### config.mk
export PLATFORM = sky130hd
export DESIGN_NAME = wdt_top
export DESIGN_NICKNAME = d
export VERILOG_FILES = /design/src/rtl/wdt_pkg.sv /design/src/rtl/wdt_top.sv /design/src/rtl/wdt_sync.sv /design/src/rtl/wdt_period.sv
export VERILOG_INCLUDE_DIRS = /design/src /design/src/rtl
export SDC_FILE = /design/constraint.sdc
export NUM_CORES = 1
export LEC_CHECK = 0
export BUFFER_PORTS_ARGS = -buffer_cell sky130_fd_sc_hd__buf_4
export CAP_MARGIN = 20
export CORE_ASPECT_RATIO = 0.8
export CORE_MARGIN = 2
export CORE_UTILIZATION = 50
export DETAILED_ROUTE_END_ITERATION = 16
export GPL_TIMING_DRIVEN = 1
export HOLD_SLACK_MARGIN = 0.1
export PLACE_DENSITY_LB_ADDON = 0.25
export SKIP_LAST_GASP = 1
export SLEW_MARGIN = 20
export SYNTH_ARGS = -nofsm -noshare
export SYNTH_HDL_FRONTEND = slang
export SYNTH_HIERARCHICAL = 1
export SYNTH_SLANG_ARGS = --single-unit
### constraint.sdc
create_clock -name sys_clk -period 20.1 [get_ports sys_clk]
set_clock_uncertainty 0.1 [all_clocks]
set_input_delay 2.01 -clock sys_clk [delete_from_list [all_inputs] [get_ports sys_clk]]
set_output_delay 2.01 -clock sys_clk [all_outputs]
set_load 0.05 [all_outputs]
### src/rtl/wdt_cfg.svh
// holds the constants of the watchdog reset timer
// assumes inclusion by bare name from the package and the design modules
`ifndef WDT_CFG_SVH
`define WDT_CFG_SVH
`define WDT_IDX_W        4
`define WDT_IDX_MAX      4'hC
`define WDT_UNIT_MS      8
`define WDT_OSC_KHZ      32000
`define WDT_OSC_KHZ_ALT  27000
`define WDT_CLK_KHZ      10000
`define WDT_UNIT_CYC     (`WDT_UNIT_MS * `WDT_CLK_KHZ)
`define WDT_MAX_MS       16392
`define WDT_MAX_UNITS    2049
`define WDT_CNT_W        32
`define WDT_SYNC_STAGES  2
`endif

### src/rtl/wdt_pkg.sv
// holds the carrier types of the watchdog reset timer
// assumes the constants header sits beside it
`include "wdt_cfg.svh"
package wdt_pkg;
  typedef struct packed {
    logic                  restart;
    logic                  stop;
    logic                  idx_wr;
    logic [`WDT_IDX_W-1:0] idx;
  } wdt_req_type;
  typedef struct packed {
    logic doze;
    logic sleep;
    logic dbg_stall;
  } wdt_pwr_type;
  typedef enum logic [2:0] {
    WDT_ST_RUN  = 3'h1,
    WDT_ST_STOP = 3'h2,
    WDT_ST_EXP  = 3'h4
  } wdt_state_type;
endpackage : wdt_pkg

### src/rtl/wdt_top.sv
// watchdog reset timer: period counter, stop/start, expiry actions
// assumes sys_clk stands for the RC oscillator clock and requests are
// level pulses from the CPU domain, synchronised here
`timescale 1ns/1ps
`default_nettype none
`include "wdt_cfg.svh"
module wdt_top #(
  parameter int unsigned UNIT_CYC = `WDT_UNIT_CYC
) (
  // clock and reset
  input  wire logic                  sys_clk,
  input  wire logic                  rst_b,
  input  wire logic                  clk_en,
  // requests from software
  input  wire wdt_pkg::wdt_req_type  req,
  input  wire logic                  exc_en,
  input  wire logic                  flag_clr,
  // power and debug
  input  wire wdt_pkg::wdt_pwr_type  pwr,
  input  wire logic                  wake,
  input  wire logic                  flash_busy,
  // status and actions
  output logic [`WDT_CNT_W-1:0]      count,
  output logic                       running,
  output logic                       chip_rst_req,
  output logic                       exc_req,
  output logic                       prog_mode_req,
  output logic                       expiry_flag,
  output logic [`WDT_IDX_W-1:0]      idx_cur
);
  // the longest period must fit the counter
  if (UNIT_CYC < 1 ||
      UNIT_CYC > 32'hFFFF_FFFF / `WDT_MAX_UNITS) begin : g_unit_chk
    $error("UNIT_CYC cannot be served by the counter");
  end

  // synchronised requests
  logic rst_s, stop_s, wr_s;
  logic rst_d_r, stop_d_r, wr_d_r;
  wdt_sync u_s_rst (.sys_clk(sys_clk), .rst_b(rst_b), .clk_en(clk_en),
    .d_in(req.restart), .d_out(rst_s));
  wdt_sync u_s_stop (.sys_clk(sys_clk), .rst_b(rst_b), .clk_en(clk_en),
    .d_in(req.stop), .d_out(stop_s));
  wdt_sync u_s_wr (.sys_clk(sys_clk), .rst_b(rst_b), .clk_en(clk_en),
    .d_in(req.idx_wr), .d_out(wr_s));
  wire logic rst_p  = rst_s & ~rst_d_r;
  wire logic stop_p = stop_s & ~stop_d_r;
  wire logic wr_p   = wr_s & ~wr_d_r;

  // index clamp
  wire logic [`WDT_IDX_W-1:0] idx_cl =
    (req.idx > `WDT_IDX_MAX) ? `WDT_IDX_MAX : req.idx;
  logic [`WDT_IDX_W-1:0] idx_r;
  logic [`WDT_CNT_W-1:0] period;
  wdt_period #(.UNIT_CYC(UNIT_CYC)) u_per (.idx(idx_r), .period(period));

  // state
  wdt_pkg::wdt_state_type st_r, st_nxt;
  logic [`WDT_CNT_W-1:0] cnt_r, cnt_nxt;
  logic [`WDT_IDX_W-1:0] idx_nxt;
  wire logic adv = ~pwr.sleep & ~pwr.dbg_stall;
  wire logic hit = (cnt_r + 32'h1 >= period);

  always_comb begin
    st_nxt  = st_r;
    cnt_nxt = cnt_r;
    idx_nxt = idx_r;
    case (st_r)
      wdt_pkg::WDT_ST_RUN: begin
        if (adv)
          cnt_nxt = cnt_r + 32'h1;
        if (adv && hit && !rst_p)
          st_nxt = wdt_pkg::WDT_ST_EXP;
        if (stop_p)
          st_nxt = wdt_pkg::WDT_ST_STOP;
        if (stop_p)
          cnt_nxt = cnt_r;
        if (rst_p)
          cnt_nxt = 32'h0;
        if (wr_p)
          idx_nxt = idx_cl;
      end
      wdt_pkg::WDT_ST_STOP: begin
        if (rst_p)
          cnt_nxt = 32'h0;
        if (wr_p) begin
          idx_nxt = idx_cl;
          st_nxt  = wdt_pkg::WDT_ST_RUN;
        end
      end
      wdt_pkg::WDT_ST_EXP: begin
        cnt_nxt = cnt_r;
      end
      default: begin
        st_nxt = wdt_pkg::WDT_ST_RUN;
      end
    endcase
    if (wake) begin
      st_nxt  = wdt_pkg::WDT_ST_RUN;
      cnt_nxt = 32'h0;
      idx_nxt = `WDT_IDX_MAX;
    end
  end

  wire logic expire = (st_r == wdt_pkg::WDT_ST_RUN) && adv && hit && !stop_p
                      && !rst_p && !wake;

  always_ff @(posedge sys_clk or negedge rst_b) begin
    if (!rst_b) begin
      st_r  <= wdt_pkg::WDT_ST_RUN;
      cnt_r <= 32'h0;
      idx_r <= `WDT_IDX_MAX;
    end else if (clk_en) begin
      st_r  <= st_nxt;
      cnt_r <= cnt_nxt;
      idx_r <= idx_nxt;
    end
  end

  always_ff @(posedge sys_clk or negedge rst_b) begin
    if (!rst_b) begin
      rst_d_r  <= 1'b0;
      stop_d_r <= 1'b0;
      wr_d_r   <= 1'b0;
    end else if (clk_en) begin
      rst_d_r  <= rst_s;
      stop_d_r <= stop_s;
      wr_d_r   <= wr_s;
    end
  end

  // expiry actions
  always_ff @(posedge sys_clk or negedge rst_b) begin
    if (!rst_b) begin
      chip_rst_req  <= 1'b0;
      exc_req       <= 1'b0;
      prog_mode_req <= 1'b0;
    end else if (clk_en) begin
      chip_rst_req  <= expire & ~exc_en;
      exc_req       <= expire & exc_en;
      prog_mode_req <= expire & flash_busy;
    end
  end

  // expiry flag: not cleared by rst_b, set wins over clear
  logic flag_r = 1'b0;
  always_ff @(posedge sys_clk) begin
    if (clk_en) begin
      if (expire)
        flag_r <= 1'b1;
      else if (flag_clr)
        flag_r <= 1'b0;
    end
  end

  assign count       = cnt_r;
  assign running     = (st_r == wdt_pkg::WDT_ST_RUN);
  assign expiry_flag = flag_r;
  assign idx_cur     = idx_r;
endmodule : wdt_top
`default_nettype wire

### src/rtl/wdt_sync.sv
// two-flop level synchroniser for one request bit
// assumes the destination clock is the watchdog clock
`timescale 1ns/1ps
`default_nettype none
module wdt_sync (
  // clock and reset
  input  wire logic sys_clk,
  input  wire logic rst_b,
  input  wire logic clk_en,
  // data
  input  wire logic d_in,
  output logic      d_out
);
  logic meta_r;
  always_ff @(posedge sys_clk or negedge rst_b) begin
    if (!rst_b) begin
      meta_r <= 1'b0;
      d_out  <= 1'b0;
    end else if (clk_en) begin
      meta_r <= d_in;
      d_out  <= meta_r;
    end
  end
endmodule : wdt_sync
`default_nettype wire

### src/rtl/wdt_period.sv
// maps a timeout index to a count of watchdog clock cycles
// assumes the index has already been clamped
`timescale 1ns/1ps
`default_nettype none
`include "wdt_cfg.svh"
module wdt_period #(
  parameter int unsigned UNIT_CYC = `WDT_UNIT_CYC
) (
  // index in
  input  wire logic [`WDT_IDX_W-1:0] idx,
  // period out
  output logic [`WDT_CNT_W-1:0]      period
);
  function automatic logic [`WDT_CNT_W-1:0] units(
    input logic [`WDT_IDX_W-1:0] p);
    logic [`WDT_CNT_W-1:0] u;
    u = 32'h1;
    if (p != 4'h0)
      u = (32'h1 << (p - 4'h1)) + 32'h1;
    return u;
  endfunction : units
  wire logic [63:0] prod = 64'(units(idx)) * 64'(UNIT_CYC);
  assign period = prod[`WDT_CNT_W-1:0];
endmodule : wdt_period
`default_nettype wire

==> metrics.cfg, run 1 <==
[outcome]
status = completed

[power]
powerDensity_nw_per_um2 = 68.34
p_leak_nw = 4.043
worst_ir_drop_vdd_mv = 0.03804

[detailed_routing]
ant_nets = 0
dr_total_vias = 5756
wl_met3_um = 938
wl_met2_mm = 7.291
drt_pass1_iterations = 5
dr.max_layer_used = met4
drt_iter0_drc = 459
wl_per_cell_um = 15.71
routed_via_density = 5.671
post-route-drc-count = 0
wl_met1_mm = 7.628
wl_mm = 15.94

[synthesis]
avgSynthCellArea_um2 = 8.770
synth_compound_area_share_pct = 15.56
yosys.area.top_type = ha_1
synth-adder-area-share_pct = 29.63
async_flop_share_pct = 98.08
synth_area_um2 = 6875
ys_types = 69
synth_common_cells = 123 x inv_1, 102 x ha_1, 61 x nand2_1
synth-edff-count = 1
synth_top_family_by_area = adder cells
synth_top_area_share_pct = 18.56
synth_xor_area_share_pct = 5.732
synth_most_common_cell = inv_1
yosys-top-cells-area = ha_1 19%, dfrtp_1 17%, fa_1 11%, inv_1 6.7%, xnor2_1 3.7%
ys_warn_count = 6
yosys_most_used_dff = dfrtp_1
synth_mux_area_share_pct = 2.202
ys_ff_latch = 52
ys_seq_area_share_pct = 19.05
synthCells = 784
yosys.area_share.simple_pct = 18.09

[finish]
post-route-util_pct = 56.03
area_growth_pct = 10.05
num_antenna_cells = 0
fin_nets = 991
drive_above_1_share_pct = 12.57

[worst_hold_path]
hold_class = flop to flop
min_from = rst_d_r

[global_route]
grtUsageTotal_pct = 22.63
grt_pass1_wl_mm = 27.03
grt_pass1_vias = 5555
antenna_found_initial = 0
grt_max_degree = 52
overflow = 0

[floorplanning]
io_pins = 58
core-area_um2 = 13500
dieHeight_um = 108.9
row_count = 38
dieArea_um2 = 14710
initial_core_util_pct = 50.92
die_w_um = 135.1

[clocking]
clock_latency_ns = 0.30
clock_tree.root_cell = clkbuf_16
htreeDepth = 2
clk_path_buf_depth = 2
cts_resized = 0
postCtsHoldBufs = 0
cts.sinks = 52
post_cts_buffers = 0
cts_tree = done
cts-buffers-inserted = 5
clkTransAtPathRegs_ns = 0.07

[critical_path]
critPathCaptureType = flop
crit_slowest_cell = nor3_1
crit_start = idx_cur[2]
crit_chain = nand2_1, nor3_1, inv_1, fa_1, inv_1, ha_1, fa_1, ha_1, inv_1, fa_1, inv_1, ha_1, and2_1, nand2_1, nor2_1, o211ai_1, a221o_1, nor3_1, inv_1, ha_1, nand4_1, nor4_1, o21ai_1, a21oi_1
timing.rr.start = idx_cur[2]
start_kind = flop
cpMostUsedCell = inv_1
crit_type = flop to flop
cp.arrival_ns = 7.60
cp.required_ns = 20.01
cp_max_fo = 10
critPathMaxStageDelay_ns = 0.74

[place]
dpl.hpwl_mm = 12.87
gp_congestion = 0.8515
io_buffers = 56
place_ws_ns = 12.36

[timing]
finalCriticalPeriod_ns = 7.699
max_slew_margin_pct = 33.52
timing.final.ws_setup_ns = 12.40
final_max_slew_viol_count = 0
grt_setup_unrepaired = false
finalSetupTns_ns = 0
whs_ns = 0.4036
tightest_slew_ns = 0.9935
period_share_pct = 38.30
finalSetupViolations = 0
hold_viol = 0
fmax_ghz = 0.1299

[job]
drv_cap = 0

-- cell usage in the layout (no fill, tap or decap), drive strengths merged, types with 7 or more instances in the layout --
cell    Yosys  final
and3       15     15
nor2       33     33
fa         38     38
nor2b       8      8
nand2b     15     15
o21ai      31     31
and4        9      9
xnor2      29     29
a31oi      18     18
o211ai      7      7
nand2      61     61
and2        9      9
a22o        8      8
a21o       14     14
a21oi      39     39
ha        102    102
buf        20     59
nor3       22     22
mux2        9      9
nand4      17     17
nand3      19     19
inv       123    124
dfrtp      48     48
conb        2     15
xor2       16     16
-- worst max-delay path, delay by kind of cell (launching register included) --
family / cells / cell delay (ns)
adder cells (fa/ha/maj): 7 / 2.81
AND/OR/NAND/NOR: 8 / 2.35
buffers and inverters: 5 / 0.37
flip-flops: 1 / 0.65
AO/OA/AOI/OAI: 4 / 1.10
-- stage by stage --
step,instances,power [W],instance area [um2]
detailed placement,1007,0.0004151,7395
CTS,1015,0.0005194,7566
global route,1015,0.0005709,7566
global placement,1007,0.0004044,7395
finish,1015,0.0005170,7566
floorplan,797,0.0003543,6924
-- routing by layer --
layer | vias up | track usage, %
met2 | 164 | 36.22
met4 | 0 | 2.753
li1 | 2795 | -
met1 | 2785 | 33.52
met3 | 12 | 3.254
met5 | - | 0
-- registers in the layout (all words and copies together) (netlist names) --
register	flops
count	32
idx_cur	4
st_r	3
chip_rst_req	1
exc_req	1
expiry_flag	1
prog_mode_req	1
rst_d_r	1
stop_d_r	1
u_s_rst/d_out	1
u_s_rst/meta_r	1
u_s_stop/d_out	1
u_s_stop/meta_r	1
u_s_wr/d_out	1
u_s_wr/meta_r	1
wr_d_r	1
-- cells by family after synthesis --
family                     after synthesis
AOI/OAI and AO/OA                      157
xor gates and xnor gates                45
adders and majority gates              140
buffers and inverters                  152
DFF                                     52
muxes                                   14
other                                    2
and+or+nand+nor                        222
-- cell type report --
type                    instances  area, um2
clock buffers                   5      125.1
clock inverters                 3      46.29
fillers                      1238       5937
inverters                     123      461.7
multi-input cells             593       4955
flip-flops and latches         52       1310
well taps                     180      225.2
repair buffers                 59      442.9
-- where the power goes --
| part | internal (W) | switching [W] |
|---|---|---|
| Combinational | 0.000119 | 0.000178 |
| Clock | 0.0000594 | 0.0000432 |
| Sequential | 0.000110 | 0.00000762 |
-- path summary, 6_finish.rpt --
check | to | slack [ns] | cells past startpoint
max in group asynchronous | count[26] | 17.80 | 1
min reg2reg | rst_d_r | 0.40 | 1
min | rst_d_r | 0.40 | 1
max reg2reg | expiry_flag | 12.40 | 24
max | expiry_flag | 12.40 | 24
min in group asynchronous | count[1] | 1.64 | 1
(Power assumes the default switching activity.)
==> inputs of run 2 (changes only) <==
--- a/config.mk
+++ b/config.mk
@@ -6,6 +6,7 @@
 export SDC_FILE = /design/constraint.sdc
 export NUM_CORES = 1
 export LEC_CHECK = 0
+export ABC_AREA = 1
 export BUFFER_PORTS_ARGS = -buffer_cell sky130_fd_sc_hd__buf_4
 export CAP_MARGIN = 20
 export CORE_ASPECT_RATIO = 0.8
==> constraint.sdc (replaced) <==
create_clock -name sys_clk -period 6.3 [get_ports sys_clk]
set_clock_uncertainty 0.1 [all_clocks]
set_input_delay 0.63 -clock sys_clk [delete_from_list [all_inputs] [get_ports sys_clk]]
set_output_delay 0.63 -clock sys_clk [all_outputs]
set_load 0.05 [all_outputs]
==> run 2 against run 1 <==
  * Routed wire length up 5.0%
  * Maximum frequency is 30% higher
  * Global-route usage rose by 0.42 points
  * Largest power group unchanged
==> metrics.cfg, run 2 <==
[synthesis]
yosys_most_used_dff = dfrtp_1
synth_top_area_share_pct = 17.85
synth_common_cells = 238 x nand2_1, 228 x inv_1, 102 x ha_1
ys_ff_latch = 52
avgSynthCellArea_um2 = 7.206
ys_seq_area_share_pct = 18.33
ys_types = 47
async_flop_share_pct = 98.08
synth_area_um2 = 7148
synth-edff-count = 1
yosys-top-cells-area = ha_1 18%, dfrtp_1 17%, nand2_1 12%, inv_1 12%, fa_1 11%
synth_most_common_cell = nand2_1
synthCells = 992
yosys.area.top_type = ha_1
ys_warn_count = 6

[power]
share_comb_of_total_power_pct = 63.1
p_leak_nw = 4.717
worst_ir_drop_vdd_mv = 0.1358
powerDensity_nw_per_um2 = 215.3
seqPwrFrac_pct = 20.6
p_sw_share_pct = 47.37
p_int_w = 0.0009503
power.switching_w = 0.0008554
clock_power_share_pct = 16.3

[finish]
fillerInstances = 1343
drive_above_1_share_pct = 19.30
fin_nets = 1239
final_cell_mix = 235 x nand2_1, 226 x inv_1, 90 x ha_1, 80 x buf_4, 62 x nor2_1
num_antenna_cells = 0
largest_register_ffs = 32
fin_cells = 1267
area_growth_pct = 17.33
layout_commonest_cell = nand2_1

[place]
dp.cells = 1250
io_buffers = 56
place_ws_ns = 0.003480
gp_congestion = 0.9131
dpl.hpwl_mm = 13.80

[critical_path]
cp.required_ns = 6.22
crit_type = flop to flop
start_kind = flop
cp_max_fo = 5
critPathMaxStageDelay_ns = 0.52
crit_slowest_cell = fa_1
cpMostUsedCell = nand2_1
cp.arrival_ns = 5.86
critPathCaptureType = flop

[clocking]
clock_latency_ns = 0.30
clkTransAtPathRegs_ns = 0.08
clock_tree.root_cell = clkbuf_16
clk_path_buf_depth = 2
cts.sinks = 52
htreeDepth = 2
cts-buffers-inserted = 5
cts_tree = done
postCtsHoldBufs = 0

[detailed_routing]
wl_mm = 16.74
wl_per_cell_um = 13.21
ant_nets = 0
drt_iter0_drc = 416
dr_total_vias = 6292
drt_pass1_iterations = 6
routed_via_density = 4.966
post-route-drc-count = 0

[floorplanning]
initial_core_util_pct = 50.69
row_count = 39
dieHeight_um = 110.9
io_pins = 58
die_w_um = 137.7
dieArea_um2 = 15270
core-area_um2 = 14100

[outcome]
status = completed

[timing]
finalSetupViolations = 0
hold_viol = 0
tightest_slew_ns = 0.6717
max_slew_margin_pct = 55.22
final_max_slew_viol_count = 0
fmax_ghz = 0.1683
finalCriticalPeriod_ns = 5.941
whs_ns = 0.2444
finalSetupTns_ns = 0
period_share_pct = 94.31
timing.final.ws_setup_ns = 0.3586

[global_route]
grt_pass1_vias = 5926
grt_pass1_wl_mm = 28.16
grtUsageTotal_pct = 23.05
grt_max_degree = 52
antenna_found_initial = 0
overflow = 0

[job]
drv_cap = 0

[worst_hold_path]
hold_class = input port to asynchronous set/reset pin

[run 2: cell count changes after synthesis, sizes merged, moves of 17 or more]
cell,before,now
a31oi,18,0
xor2,16,33
xnor2,29,3
nand3,19,37
nor2,33,87
nand2,61,249
inv,123,242
[run 2: what timing repair did]
item | CTS | global route
gates cloned | 0 | 0
setup buffers | 0 | 9
endpoints found under the setup margin | 1 | 8
endpoints found under the hold margin | 0 | 0
pin swaps | 0 | 15
resized for setup | 1 | 58
[run 2: power groups by stage]
stage / sequential, W / combinational (W) / clock [W]
final: 0.000372 / 0.00114 / 0.000294
after global routing: 0.000375 / 0.00130 / 0.000311
after CTS: 0.000373 / 0.000996 / 0.000295
after detailed placement: 0.000380 / 0.000988 / 0
after global placement: 0.000380 / 0.000968 / 0
after floorplan: 0.000405 / 0.000735 / 0
[run 2: cell families (layout without fill, tap and decap cells)]
kind of cell | count (synthesis) | in the layout | share of synthesized area (%)
AND/OR/NAND/NOR | 416 | 416 | 25.87
buffers and inverters | 256 | 334 | 14.16
adder cells (fa/ha/maj) | 140 | 140 | 28.50
AO/OA/AOI/OAI | 90 | 90 | 8.629
flip-flops | 52 | 52 | 18.33
XOR/XNOR | 36 | 36 | 4.411
other | 2 | 15 | 0.1051
[run 2: routing by layer]
layer,track usage (%),routed length (um),up-vias
met5,0,0,-
met4,2.405,122,0
met3,3.704,1070,13
met2,34.20,7130,156
met1,36.21,8413,2899
li1,-,-,3224
[run 2: worst max-delay path, delay by kind of cell, from the launching register on]
kind,cells,cell delay (ns)
buf+inv,6,0.42
simple gates,18,1.94
flops,1,0.43
compound gates,1,0.16
fa+ha+maj,7,2.59
[run 2: worst paths after layout]
kind / startpoint / to / slack, ns / depth (start not counted)
worst max-delay path: idx_cur[0] / expiry_flag / 0.36 / 32
worst min register to register: u_s_rst/meta_r / u_s_rst/meta_r / 0.37 / 2
worst max register to register: idx_cur[0] / expiry_flag / 0.36 / 32
worst min-delay path: rst_b / count[10] / 0.24 / 1
min in group sys_clk: u_s_rst/meta_r / u_s_rst/meta_r / 0.37 / 2
max in group asynchronous: rst_b / chip_rst_req / 5.39 / 1
[run 2: through the flow]
step / power, W / utilization (%) / instance area [um2]
after floorplan: 0.001140 / - / 7197
after global placement: 0.001348 / 55.91 / 7885
after detailed placement: 0.001367 / 55.91 / 7885
after CTS: 0.001665 / 57.00 / 8039
after global routing: 0.001991 / 59.47 / 8387
final: 0.001806 / 59.47 / 8387
[run 2: final cells by class]
type	count	area, um2	share of cell area (%)
Tap cell	184	230.2	2.745
Sequential cell	52	1310	15.62
Clock buffer	5	125.1	1.492
Timing Repair Buffer	83	643.1	7.668
Multi-Input combinational cell	697	5134	61.21
Inverter	243	918.4	10.95
Clock inverter	3	26.28	0.3133
==> inputs of run 3 (changes only) <==
==> constraint.sdc (replaced) <==
create_clock -name sys_clk -period 6.3 [get_ports sys_clk]
set_clock_uncertainty 0.1 [all_clocks]
set_input_delay 0.315 -clock sys_clk [delete_from_list [all_inputs] [get_ports sys_clk]]
set_output_delay 0.315 -clock sys_clk [all_outputs]
set_load 0.05 [all_outputs]
==> run 3 against run 2 <==
  * Utilization decreased by 0.49 points
  * Count of clock-buffer cells in the layout unchanged
  * Critical endpoint unchanged
  * Clock power barely moved
  * Critical path depth fell by 1
  * Setup slack worse by 0.030 ns
  * Cell count about the same
  * Die area is the same
  * Power shrank 1.7%
  * Largest power group unchanged
==> metrics.cfg, run 3 (synthesis gave the netlist of run 2 again) <==
[place]
dp.cells = 1251
io_buffers = 56
gp_congestion = 0.9444
dpl.hpwl_mm = 13.99

[clocking]
clock_tree.root_cell = clkbuf_16
htreeDepth = 2
cts_tree = done
clock_latency_ns = 0.30
clk_path_buf_depth = 2
clkTransAtPathRegs_ns = 0.08
cts.sinks = 52
cts-buffers-inserted = 5

[detailed_routing]
routed_via_density = 4.967
wl_per_cell_um = 13.34
wl_mm = 16.88
dr_total_vias = 6288
drt_pass1_iterations = 5
post-route-drc-count = 0
ant_nets = 0
drt_iter0_drc = 395

[floorplanning]
dieHeight_um = 110.9
io_pins = 58
initial_core_util_pct = 50.69
row_count = 39
die_w_um = 137.7
dieArea_um2 = 15270
core-area_um2 = 14100

[global_route]
antenna_found_initial = 0
overflow = 0
grt_pass1_vias = 6118
grt_pass1_wl_mm = 28.75
grt_max_degree = 52
grt_busiest_layer = met2
met3_usage_pct = 5.304
grt_use_met1_pct = 34.71
globalRouteMet2Util_pct = 35.89
grtUsageTotal_pct = 23.44

[finish]
largest_register_ffs = 32
num_antenna_cells = 0
area_growth_pct = 16.37
fin_cells = 1266
layout_commonest_cell = nand2_1
drive_above_1_share_pct = 18.39
fin_nets = 1238
post-route-util_pct = 58.98
final_cell_mix = 236 x nand2_1, 226 x inv_1, 89 x ha_1, 80 x buf_4, 67 x nor2_1

[power]
p_int_w = 0.0009285
p_leak_nw = 4.708
seqPwrFrac_pct = 20.8
powerDensity_nw_per_um2 = 213.4
power.switching_w = 0.0008467
share_comb_of_total_power_pct = 62.6
p_sw_share_pct = 47.70
clock_power_share_pct = 16.6
worst_ir_drop_vdd_mv = 0.1310

[timing]
final_max_slew_viol_count = 0
hold_viol = 0
max_slew_margin_pct = 55.23
fmax_ghz = 0.1675
period_share_pct = 94.78
whs_ns = 0.1102
finalCriticalPeriod_ns = 5.971
tightest_slew_ns = 0.6716
finalSetupViolations = 0

[critical_path]
critPathCaptureType = flop
cp_max_fo = 4
critPathMaxStageDelay_ns = 0.60
cp.arrival_ns = 5.89
crit_type = flop to flop
cp.required_ns = 6.21
cpMostUsedCell = nor2_1
crit_slowest_cell = fa_1
start_kind = flop

[job]
drv_cap = 0

[outcome]
status = completed

[worst_hold_path]
hold_class = input port to flop

## run 3: changes by cell type in the layout (fill, tap and decap cells not counted), moves of 2 or more
| cell | change |
|---|---|
| buf_6 | -2 |
| a21oi_2 | -2 |
| a21oi_1 | +2 |
| ha_2 | +4 |
| nor2_1 | +5 |
| inv_6 | +2 |
| ha_4 | -3 |
| nor2_2 | -5 |
## run 3: per-layer routing
metal,share of wire [%],vias up
met4,0.68,0
met5,0,-
met3,6.1,10
met2,43,144
li1,-,3212
met1,50,2922
## run 3: worst max-delay path, delay by kind of cell (launching register included)
family	cells	cell delay, ns
adders and majority gates	7	2.69
and+or+nand+nor	13	1.21
buffers and inverters	7	0.74
AOI/OAI and AO/OA	4	0.54
DFF	1	0.38
## run 3: final timing paths
kind | startpoint | to | slack, ns | depth (start not counted)
min | req[4] | u_s_wr/meta_r | 0.11 | 3
max reg2reg | idx_cur[0] | expiry_flag | 0.33 | 31
min in group asynchronous | rst_b | count[4] | 0.48 | 2
max | idx_cur[0] | expiry_flag | 0.33 | 31
min reg2reg | u_s_stop/meta_r | u_s_stop/d_out | 0.38 | 2
max in group asynchronous | rst_b | chip_rst_req | 5.16 | 2
## run 3: power by group through the flow
stage	Sequential (W)	Clock, W	Combinational, W
floorplan	0.000405	0	0.000735
global placement	0.000374	0	0.000980
detailed placement	0.000374	0	0.00101
CTS	0.000368	0.000297	0.00101
global route	0.000372	0.000317	0.00129
finish	0.000369	0.000294	0.00111
## run 3: final cells by class
cell class,instances,area [um2]
Fill cell,1355,5784
Multi-Input combinational cell,697,5079
Sequential cell,52,1310
Inverter,243,918.4
Timing Repair Buffer,82,630.6
Tap cell,184,230.2
Clock buffer,5,125.1
Clock inverter,3,25.02
## run 3: stage by stage
stage | setup WS (ns) | area (um2) | power, W | setup TNS [ns]
floorplan | 0.07010 | 7197 | 0.001140 | 0
detailed placement | 0.05397 | 7893 | 0.001381 | 0
finish | 0.3286 | 8318 | 0.001775 | 0
global placement | 0.1710 | 7893 | 0.001355 | 0
CTS | 0.04049 | 8053 | 0.001679 | 0
global route | -0.04832 | 8318 | 0.001975 | -0.04832
## run 3: timing repair
action	CTS	global route
hold buffers	1	0
setup endpoints to repair	0	8
endpoints found under the hold margin	48	0
setup buffers	0	6
gates resized for setup	0	47
